<file path="config.mk">
export PLATFORM = sky130hd
export DESIGN_NAME = sagp_gpio_port
export DESIGN_NICKNAME = d
export VERILOG_FILES = /design/src/include/sagp_pkg.sv /design/src/verilog/sagp_gpio_port.sv
export SDC_FILE = /design/constraint.sdc
export NUM_CORES = 1
export LEC_CHECK = 0
export BUFFER_PORTS_ARGS = -buffer_cell sky130_fd_sc_hd__buf_4
export CORE_MARGIN = 2
export CORE_UTILIZATION = 55
export CTS_CLUSTER_SIZE = 28
export DETAILED_ROUTE_END_ITERATION = 12
export HOLD_SLACK_MARGIN = 0.02
export PLACE_DENSITY = 0.72
export SYNTH_ARGS = -nofsm -noshare
export SYNTH_HDL_FRONTEND = slang
export SYNTH_SLANG_ARGS = --single-unit
</file>
<file path="constraint.sdc">
create_clock -name clk -period 5.82 [get_ports clk]
set_input_delay 0.291 -clock clk [delete_from_list [all_inputs] [get_ports clk]]
set_output_delay 0.291 -clock clk [all_outputs]
set_load 0.01 [all_outputs]
</file>
<file path="src/include/sagp_pkg.sv">
// Purpose: Shared constants and types for the shared analog GPIO port
// Assumes: 10 MHz main clock, AXI4-Lite register access with 32-bit data
// Notes:   Four pins, two per side; side A is pins 0/1, side B is pins 2/3
package sagp_pkg;

   // ****************************************
   // Geometry and register map
   // ****************************************
   localparam int unsigned NUM_PINS      = 4;
   localparam int unsigned ADDR_W        = 8;
   localparam logic [7:0]  OFS_PIN_CFG   = 8'h00;
   localparam logic [7:0]  OFS_SIDE_CFG  = 8'h04;
   localparam logic [7:0]  OFS_READBACK  = 8'h08;
   // Per-pin config byte layout: lane i holds pin i
   localparam int unsigned FLD_DIR       = 0;
   localparam int unsigned FLD_FMT       = 1;
   localparam int unsigned FLD_OUT       = 2;
   localparam int unsigned FLD_TB_LO     = 3;
   // Side config: bit0/1 digital select A/B, bit8/9 voltage ADC enable A/B
   localparam int unsigned FLD_SEL_A     = 0;
   localparam int unsigned FLD_ADC_A     = 8;
   localparam logic [31:0] RST_PIN_CFG   = 32'h0000_0000;
   localparam logic [31:0] RST_SIDE_CFG  = 32'h0000_0000;

   // ****************************************
   // Readback codes and timing
   // ****************************************
   localparam logic [1:0]  CODE_LOW      = 2'h0;
   localparam logic [1:0]  CODE_HIGH     = 2'h3;
   localparam logic [1:0]  RESP_OKAY     = 2'h0;
   localparam logic [1:0]  RESP_SLVERR   = 2'h2;
   // Timebase unit per select value in main-clock periods
   localparam int unsigned TB_UNIT0      = 128;
   localparam int unsigned TB_UNIT1      = 256;
   localparam int unsigned TB_UNIT2      = 512;
   localparam int unsigned TB_UNIT3      = 1024;
   localparam int unsigned CNT_W         = 20;

   typedef struct packed {
      logic [1:0] pwmDecodeTimebase;
      logic       outputLevelBit;
      logic       inputFormatSel;
      logic       pinDirectionSel;
   } sagp_pin_cfg_s;

   typedef enum logic [1:0] {
      SAGP_WAIT  = 2'b00,
      SAGP_LOWP  = 2'b01,
      SAGP_HIGHP = 2'b11
   } sagp_pwm_e;

endpackage

</file>
<file path="src/verilog/sagp_gpio_port.sv">
// Purpose: Four shared analog/digital pins with static and PWM-coded readback
// Assumes: Pins arrive asynchronously; AXI4-Lite master keeps one access at a time
// Notes:   Pad output enable is active low (low = drive)
// Functional notes
// - Each pin is input or output by its own direction bit.
// - Input pins read static level or PWM-coded level per format bit.
// - No PWM is ever generated; outputs are always static.
// - Each PWM decoder has its own two-bit timebase select.
// - Pin is digital only while voltage ADC off and digital select set.
// - ADC enabled forces both shared pins analog, drivers off.
// - Output pin drives the level of its output bit.
// - Outputs are push-pull, never open-drain.
// - Every pin is sampled continuously into its two-bit readback field.
// - Readback is 00b while the pin acts as analog input.
// - PWM decoder classifies input into one of four levels.
// - Readback may need up to two PWM cycles after a change.
// - Timebase value 3h selects 1024 main-clock periods.
module sagp_gpio_port
   import sagp_pkg::*;
#(
   parameter int unsigned PINS = NUM_PINS
) (
   // Clock and reset
   input  wire logic                clk,
   input  wire logic                srst,
   // AXI4-Lite write address and data
   input  wire logic [ADDR_W-1:0]   s_axi_awaddr,
   input  wire logic                s_axi_awvalid,
   output logic                     s_axi_awready,
   input  wire logic [31:0]         s_axi_wdata,
   input  wire logic [3:0]          s_axi_wstrb,
   input  wire logic                s_axi_wvalid,
   output logic                     s_axi_wready,
   // AXI4-Lite write response
   output logic [1:0]               s_axi_bresp,
   output logic                     s_axi_bvalid,
   input  wire logic                s_axi_bready,
   // AXI4-Lite read
   input  wire logic [ADDR_W-1:0]   s_axi_araddr,
   input  wire logic                s_axi_arvalid,
   output logic                     s_axi_arready,
   output logic [31:0]              s_axi_rdata,
   output logic [1:0]               s_axi_rresp,
   output logic                     s_axi_rvalid,
   input  wire logic                s_axi_rready,
   // Pads
   input  wire logic [PINS-1:0]     padIn,
   output logic      [PINS-1:0]     padOut,
   output logic      [PINS-1:0]     padOutEnN,
   output logic      [PINS-1:0]     padDigital
);

   // ****************************************
   // Register bus
   // ****************************************
   logic [31:0]      pinCfg_r, pinCfg_nxt;
   logic [31:0]      sideCfg_r, sideCfg_nxt;
   logic [ADDR_W-1:0] awAddr_r, awAddr_nxt;
   logic [31:0]      wData_r, wData_nxt;
   logic [3:0]       wStrb_r, wStrb_nxt;
   logic             awHave_r, awHave_nxt, wHave_r, wHave_nxt;
   logic             bValid_r, bValid_nxt, rValid_r, rValid_nxt;
   logic [1:0]       bResp_r, bResp_nxt, rResp_r, rResp_nxt;
   logic [31:0]      rData_r, rData_nxt;
   logic [2*PINS-1:0] readback;

   assign s_axi_awready = !awHave_r && !bValid_r;
   assign s_axi_wready  = !wHave_r && !bValid_r;
   assign s_axi_arready = !rValid_r;
   assign s_axi_bvalid  = bValid_r;
   assign s_axi_bresp   = bResp_r;
   assign s_axi_rvalid  = rValid_r;
   assign s_axi_rresp   = rResp_r;
   assign s_axi_rdata   = rData_r;

   function automatic logic [31:0] merge(input logic [31:0] old, input logic [31:0] d,
                                         input logic [3:0] s);
      logic [31:0] res;
      res = old;
      for (int b = 0; b < 4; b++) begin
         if (s[b]) begin
            res[8*b +: 8] = d[8*b +: 8];
         end
      end
      return res;
   endfunction

   always_comb begin
      pinCfg_nxt  = pinCfg_r;
      sideCfg_nxt = sideCfg_r;
      awAddr_nxt  = awAddr_r;
      wData_nxt   = wData_r;
      wStrb_nxt   = wStrb_r;
      awHave_nxt  = awHave_r;
      wHave_nxt   = wHave_r;
      bValid_nxt  = bValid_r;
      bResp_nxt   = bResp_r;
      rValid_nxt  = rValid_r;
      rResp_nxt   = rResp_r;
      rData_nxt   = rData_r;
      if (s_axi_awvalid && s_axi_awready) begin
         awAddr_nxt = s_axi_awaddr;
         awHave_nxt = 1'b1;
      end
      if (s_axi_wvalid && s_axi_wready) begin
         wData_nxt = s_axi_wdata;
         wStrb_nxt = s_axi_wstrb;
         wHave_nxt = 1'b1;
      end
      // Both halves held: commit the write one cycle after the later one
      if (awHave_r && wHave_r) begin
         awHave_nxt = 1'b0;
         wHave_nxt  = 1'b0;
         bValid_nxt = 1'b1;
         bResp_nxt  = RESP_OKAY;
         case ({awAddr_r[ADDR_W-1:2], 2'b00})
            OFS_PIN_CFG:  pinCfg_nxt  = merge(pinCfg_r, wData_r, wStrb_r);
            OFS_SIDE_CFG: sideCfg_nxt = merge(sideCfg_r, wData_r, wStrb_r);
            OFS_READBACK: bResp_nxt   = RESP_OKAY;
            default:      bResp_nxt   = RESP_SLVERR;
         endcase
      end
      if (bValid_r && s_axi_bready) begin
         bValid_nxt = 1'b0;
      end
      if (rValid_r && s_axi_rready) begin
         rValid_nxt = 1'b0;
      end
      if (s_axi_arvalid && s_axi_arready) begin
         rValid_nxt = 1'b1;
         rResp_nxt  = RESP_OKAY;
         case ({s_axi_araddr[ADDR_W-1:2], 2'b00})
            OFS_PIN_CFG:  rData_nxt = pinCfg_r;
            OFS_SIDE_CFG: rData_nxt = sideCfg_r;
            OFS_READBACK: rData_nxt = {{(32-2*PINS){1'b0}}, readback};
            default: begin
               rData_nxt = 32'h0000_0000;
               rResp_nxt = RESP_SLVERR;
            end
         endcase
      end
   end

   always_ff @(posedge clk) begin
      if (srst) begin
         pinCfg_r  <= RST_PIN_CFG;
         sideCfg_r <= RST_SIDE_CFG;
         awAddr_r  <= '0;
         wData_r   <= 32'h0000_0000;
         wStrb_r   <= 4'h0;
         awHave_r  <= 1'b0;
         wHave_r   <= 1'b0;
         bValid_r  <= 1'b0;
         bResp_r   <= RESP_OKAY;
         rValid_r  <= 1'b0;
         rResp_r   <= RESP_OKAY;
         rData_r   <= 32'h0000_0000;
      end else begin
         pinCfg_r  <= pinCfg_nxt;
         sideCfg_r <= sideCfg_nxt;
         awAddr_r  <= awAddr_nxt;
         wData_r   <= wData_nxt;
         wStrb_r   <= wStrb_nxt;
         awHave_r  <= awHave_nxt;
         wHave_r   <= wHave_nxt;
         bValid_r  <= bValid_nxt;
         bResp_r   <= bResp_nxt;
         rValid_r  <= rValid_nxt;
         rResp_r   <= rResp_nxt;
         rData_r   <= rData_nxt;
      end
   end

   // ****************************************
   // Timebase enables
   // ****************************************
   // One free-running counter; bit k toggles every 2^k cycles
   logic [10:0] tbCnt_r, tbCnt_nxt;
   logic [3:0]  tbTick;

   assign tbCnt_nxt = tbCnt_r + 11'h001;
   // Units are powers of two, so one counter's low bits serve all four
   assign tbTick[0] = (tbCnt_r[6:0] == 7'(TB_UNIT0 - 1));
   assign tbTick[1] = (tbCnt_r[7:0] == 8'(TB_UNIT1 - 1));
   assign tbTick[2] = (tbCnt_r[8:0] == 9'(TB_UNIT2 - 1));
   assign tbTick[3] = (tbCnt_r[9:0] == 10'(TB_UNIT3 - 1));

   always_ff @(posedge clk) begin
      if (srst) begin
         tbCnt_r <= 11'h000;
      end else begin
         tbCnt_r <= tbCnt_nxt;
      end
   end

   // ****************************************
   // Pin synchronisers and pad control
   // ****************************************
   logic [PINS-1:0] sync1_r, sync2_r, syncPrev_r;
   logic [PINS-1:0] digital;

   always_ff @(posedge clk) begin
      if (srst) begin
         sync1_r    <= '0;
         sync2_r    <= '0;
         syncPrev_r <= '0;
      end else begin
         sync1_r    <= padIn;
         sync2_r    <= sync1_r;
         syncPrev_r <= sync2_r;
      end
   end

   for (genvar p = 0; p < PINS; p++) begin : g_pin
      sagp_pin_cfg_s cfg;
      logic          side;
      sagp_pwm_e     st_r, st_nxt;
      logic [CNT_W-1:0] lowCnt_r, lowCnt_nxt, highCnt_r, highCnt_nxt;
      logic [1:0]    pwmCode_r, pwmCode_nxt;
      logic          tick;
      logic [CNT_W:0] period;
      logic [1:0]    rbCode;

      assign cfg  = sagp_pin_cfg_s'(pinCfg_r[8*p +: 5]);
      assign side = (p >= PINS/2);
      assign tick = tbTick[cfg.pwmDecodeTimebase];
      // ADC enable overrides the digital select for both pins of a side
      assign digital[p] = !sideCfg_r[FLD_ADC_A + side]
                          && sideCfg_r[FLD_SEL_A + side];
      // Push-pull: value driven both ways, static level only
      assign padOut[p]    = cfg.outputLevelBit;
      assign padOutEnN[p] = !(digital[p] && cfg.pinDirectionSel);
      assign padDigital[p] = digital[p];

      // Measure high and low time in timebase units; a rising edge closes a period
      always_comb begin
         st_nxt      = st_r;
         lowCnt_nxt  = lowCnt_r;
         highCnt_nxt = highCnt_r;
         pwmCode_nxt = pwmCode_r;
         period      = {1'b0, lowCnt_r} + {1'b0, highCnt_r};
         case (st_r)
            SAGP_WAIT: begin
               if (sync2_r[p] && !syncPrev_r[p]) begin
                  st_nxt      = SAGP_HIGHP;
                  highCnt_nxt = '0;
               end
            end
            SAGP_HIGHP: begin
               if (!sync2_r[p]) begin
                  st_nxt     = SAGP_LOWP;
                  lowCnt_nxt = '0;
               end else if (tick && highCnt_r != '1) begin
                  highCnt_nxt = highCnt_r + 1'b1;
               end
            end
            SAGP_LOWP: begin
               if (sync2_r[p]) begin
                  // Quarter the duty cycle into four levels
                  st_nxt      = SAGP_HIGHP;
                  highCnt_nxt = '0;
                  if (period == '0) begin
                     pwmCode_nxt = 2'h0;
                  end else if ({highCnt_r, 2'b00} < {1'b0, period}) begin
                     pwmCode_nxt = 2'h0;
                  end else if ({highCnt_r, 1'b0} < period) begin
                     pwmCode_nxt = 2'h1;
                  end else if ({1'b0, highCnt_r, 2'b00}
                               < {1'b0, period, 1'b0} + {2'b00, period}) begin
                     pwmCode_nxt = 2'h2;
                  end else begin
                     pwmCode_nxt = 2'h3;
                  end
               end else if (tick && lowCnt_r != '1) begin
                  lowCnt_nxt = lowCnt_r + 1'b1;
               end
            end
            default: st_nxt = SAGP_WAIT;
         endcase
      end

      always_ff @(posedge clk) begin
         if (srst) begin
            st_r      <= SAGP_WAIT;
            lowCnt_r  <= '0;
            highCnt_r <= '0;
            pwmCode_r <= CODE_LOW;
         end else begin
            st_r      <= st_nxt;
            lowCnt_r  <= lowCnt_nxt;
            highCnt_r <= highCnt_nxt;
            pwmCode_r <= pwmCode_nxt;
         end
      end

      // Readback always live; analog pins read zero
      always_comb begin
         if (!digital[p]) begin
            rbCode = CODE_LOW;
         end else if (cfg.inputFormatSel && !cfg.pinDirectionSel) begin
            rbCode = pwmCode_r;
         end else begin
            rbCode = sync2_r[p] ? CODE_HIGH : CODE_LOW;
         end
      end
      assign readback[2*p +: 2] = rbCode;
   end

endmodule

</file>
==> results.py <==
metrics = {
    "run_status": {
        "outcome": "finished clean",
    },
    "cells_and_area": {
        "area.growth.synth_to_final_pct": 14.9,
        "stdcell_area_mm2": 0.0311,
        "layoutNonFillerInstCount": 4199,
        "nets": 4012,
        "drive_gt1_share_pct": 10.4,
        "utilization_pct": 63.8,
        "num_antenna_cells": 0,
    },
    "floorplan": {
        "core-area_mm2": 0.0487,
        "pin_count": 116,
        "fp.dieW_um": 226,
        "dieArea_mm2": 0.0510,
        "die_height_um": 226,
        "initial_utilization_pct": 55.6,
        "rows": 81,
    },
    "yosys": {
        "synth.most_common_cell": "ha_1",
        "synth.avg_cell_area_um2": 8.15,
        "syn-cell-area_mm2": 0.0271,
        "synth.distinct_cells": 99,
        "synth_warnings": 0,
        "synthDominantCellAreaShare_pct": 25.3,
        "synth_top_cell_by_area": "dfxtp_1",
        "synth_edf_count": 0,
        "synthCells": 3323,
        "async_reset_ff_share_pct": 0,
        "seq_area_frac_synth_pct": 25.3,
        "synth_seq_cells": 342,
        "ys.flop_type": "dfxtp_1",
        "synth_area_leaders": "dfxtp_1, ha_1, a21oi_1",
        "synth_common_cells": "ha_1, dfxtp_1, nor2_1",
    },
    "placement": {
        "placedCellCount": 4072,
        "gp_congestion": 0.930,
        "placed_cell_area_mm2": 0.0289,
        "hpwl_mm": 55.2,
        "port_buffers": 109,
    },
    "power_and_ir_drop": {
        "power-per-cell-area_mw_per_mm2": 171,
        "peakVddDrop_mv": 0.186,
        "p_leak_uw": 0.0136,
    },
    "timing": {
        "period_share_pct": 98.3,
        "drv_slew": 0,
        "skew_ps": 18.0,
        "slew-limit-headroom_pct": 29.3,
        "worst_pin_slew_ps": 1060,
        "hold_viol_final": 0,
        "clock.fmax_ghz": 0.175,
        "finalSetupTns_ps": 0,
        "setup_viol": 0,
        "rsz0062_at_grt": "yes",
        "fin_crit_ps": 5720,
    },
    "detailed_routing": {
        "dr.pass1.iters": 5,
        "vias_per_cell": 5.87,
        "drtIter0Drc": 1713,
        "drc": 0,
        "routedWlPerCell_um": 17.3,
        "postRouteAntennaNets": 0,
        "routed_wl_mm": 72.8,
        "vias": 24700,
    },
    "worst_setup_path": {
        "end_kind": "register",
        "slowest_stage": "ha_1",
        "critical_path_class": "reg2reg",
        "reg2reg_depth": 30,
        "critPathRequiredTime_ps": 6280,
        "cpPeakStageDelay_ps": 320,
        "cp-startpoint": "g_pin[2].lowCnt_r[1]",
        "cp_max_fo": 4,
        "critPathLaunchType": "register",
        "r2r_start": "g_pin[2].lowCnt_r[1]",
        "r2r_slack_ps": 100,
        "critPathArrivalTime_ps": 6180,
        "reg2reg_to": "g_pin[2].pwmCode_r[0]",
        "cp_common_cell": "a211oi_2",
    },
    "worst_hold_path": {
        "hold_depth": 3,
        "min_from": "s_axi_wdata[30]",
        "worst_hold_path_type": "in2reg",
        "hold_end": "wData_r[30]",
    },
    "flow_run": {
        "max-cap-violations": 0,
    },
    "global_routing": {
        "grt_usage_pct": 27.8,
        "grt_pass1_wl_mm": 117,
        "grt_max_degree": 97,
        "antenna_found_initial": 0,
        "grt_pass1_vias": 23800,
        "overflow": 0,
    },
    "clocking": {
        "clock_path_buffers": 3,
        "clk_pin_slew_ps": 60,
        "cts-root-buf": "clkbuf_16",
        "clock_latency_ps": 580,
        "cts.htree.levels": 2,
        "cts_tree": "yes",
        "cts_made_buffers": 40,
        "clock-sinks": 342,
    },
}
-- logic make-up (layout without fill, tap and decap cells) --
kind of cell / count (synthesis) / after routing / share of synthesized area [%]
AND/OR/NAND/NOR: 1128 / 1128 / 19.6
AO/OA/AOI/OAI: 847 / 847 / 20.4
adder cells (fa/ha/maj): 455 / 455 / 21.1
flip-flops: 342 / 342 / 25.3
XOR/XNOR: 288 / 288 / 9.49
buffers and inverters: 248 / 459 / 3.57
multiplexers: 14 / 14 / 0.522
other: 1 / 2 / 0.0138
-- stage by stage --
stage	hold WS, ps	total power (uW)	setup WS (ps)
3_3_place_gp	421	2740	106
2_1_floorplan	390	2640	491
4_1_cts	22.0	5360	30.9
5_1_grt	31.4	5490	-227
3_5_place_dp	426	2750	-67.2
6_report	26.8	5330	100
-- layout by cell type, fill, tap and decap left out, types with 90 or more instances in the layout --
master and instances:
a21o_1 90, a21oi_1 286, buf_4 181, dfxtp_1 335, ha_1 428, inv_1 156
nand2_1 308, nand3_1 160, nor2_1 334, o21ai_0 112, xnor2_1 117, xor2_1 157
-- layout make-up --
type	count	area, um^2
multi-input combinational	2734	19600
fill	4083	17600
sequential	342	6860
timing repair buffer	230	1850
clock buffer	51	1120
tap	664	831
inverter	159	597
clock inverter	19	241
-- sequential cells by signal, summed over array words and instances, names as in the netlist, 4 cells and up --
register	flops
pinCfg_r	32
sync1_r	4
g_pin.lowCnt_r	80
sync2_r	4
syncPrev_r	4
wStrb_r	4
g_pin.highCnt_r	80
sideCfg_r	32
tbCnt_r	10
wData_r	32
s_axi_rdata	32
g_pin.pwmCode_r	8
awAddr_r	6
g_pin.st_r	8
-- report_power, final --
group          switching, uW  internal [uW]  leakage [uW]
clock network           1080           1520      0.000657
registers               40.0           2370       0.00277
logic                    184            138        0.0102
total                   1300           4030        0.0136
-- metal layers --
metal / vias up / track usage (%) / share of wire (%)
met3: 151 / 3.54 / 4.8
met5: - / 0 / 0
li1: 12300 / - / -
met2: 573 / 47.5 / 47
met4: 0 / 9.96 / 3.4
met1: 11700 / 35.9 / 45
-- timing repair --
| item | in CTS | in global routing |
|---|---|---|
| hold endpoints to repair | 47 | 0 |
| pin swaps | 0 | 15 |
| resized for setup | 2 | 72 |
| hold buffers | 48 | 0 |
| setup buffers | 0 | 9 |
| setup endpoints to repair | 2 | 5 |
-- critical path: cells and delay by family, from the launching register on --
kind / cells / cell delay [ps]
adder cells (fa/ha/maj): 3 / 790
AND/OR/NAND/NOR: 6 / 900
buffers and inverters: 1 / 160
flip-flops: 1 / 310
XOR/XNOR: 1 / 120
AO/OA/AOI/OAI: 19 / 3320
-- how the worst max path moves through the flow --
stage	slack, ps	endpoint	cells past startpoint
floorplan	490	g_pin[2].pwmCode_r[0]	29
global placement	110	g_pin[3].pwmCode_r[0]	30
detailed placement	-70	g_pin[3].pwmCode_r[0]	30
CTS	30	g_pin[3].pwmCode_r[0]	30
global route	-230	g_pin[2].pwmCode_r[0]	30
finish	100	g_pin[2].pwmCode_r[0]	30
Note: power is estimated with default switching activity, not from simulation.
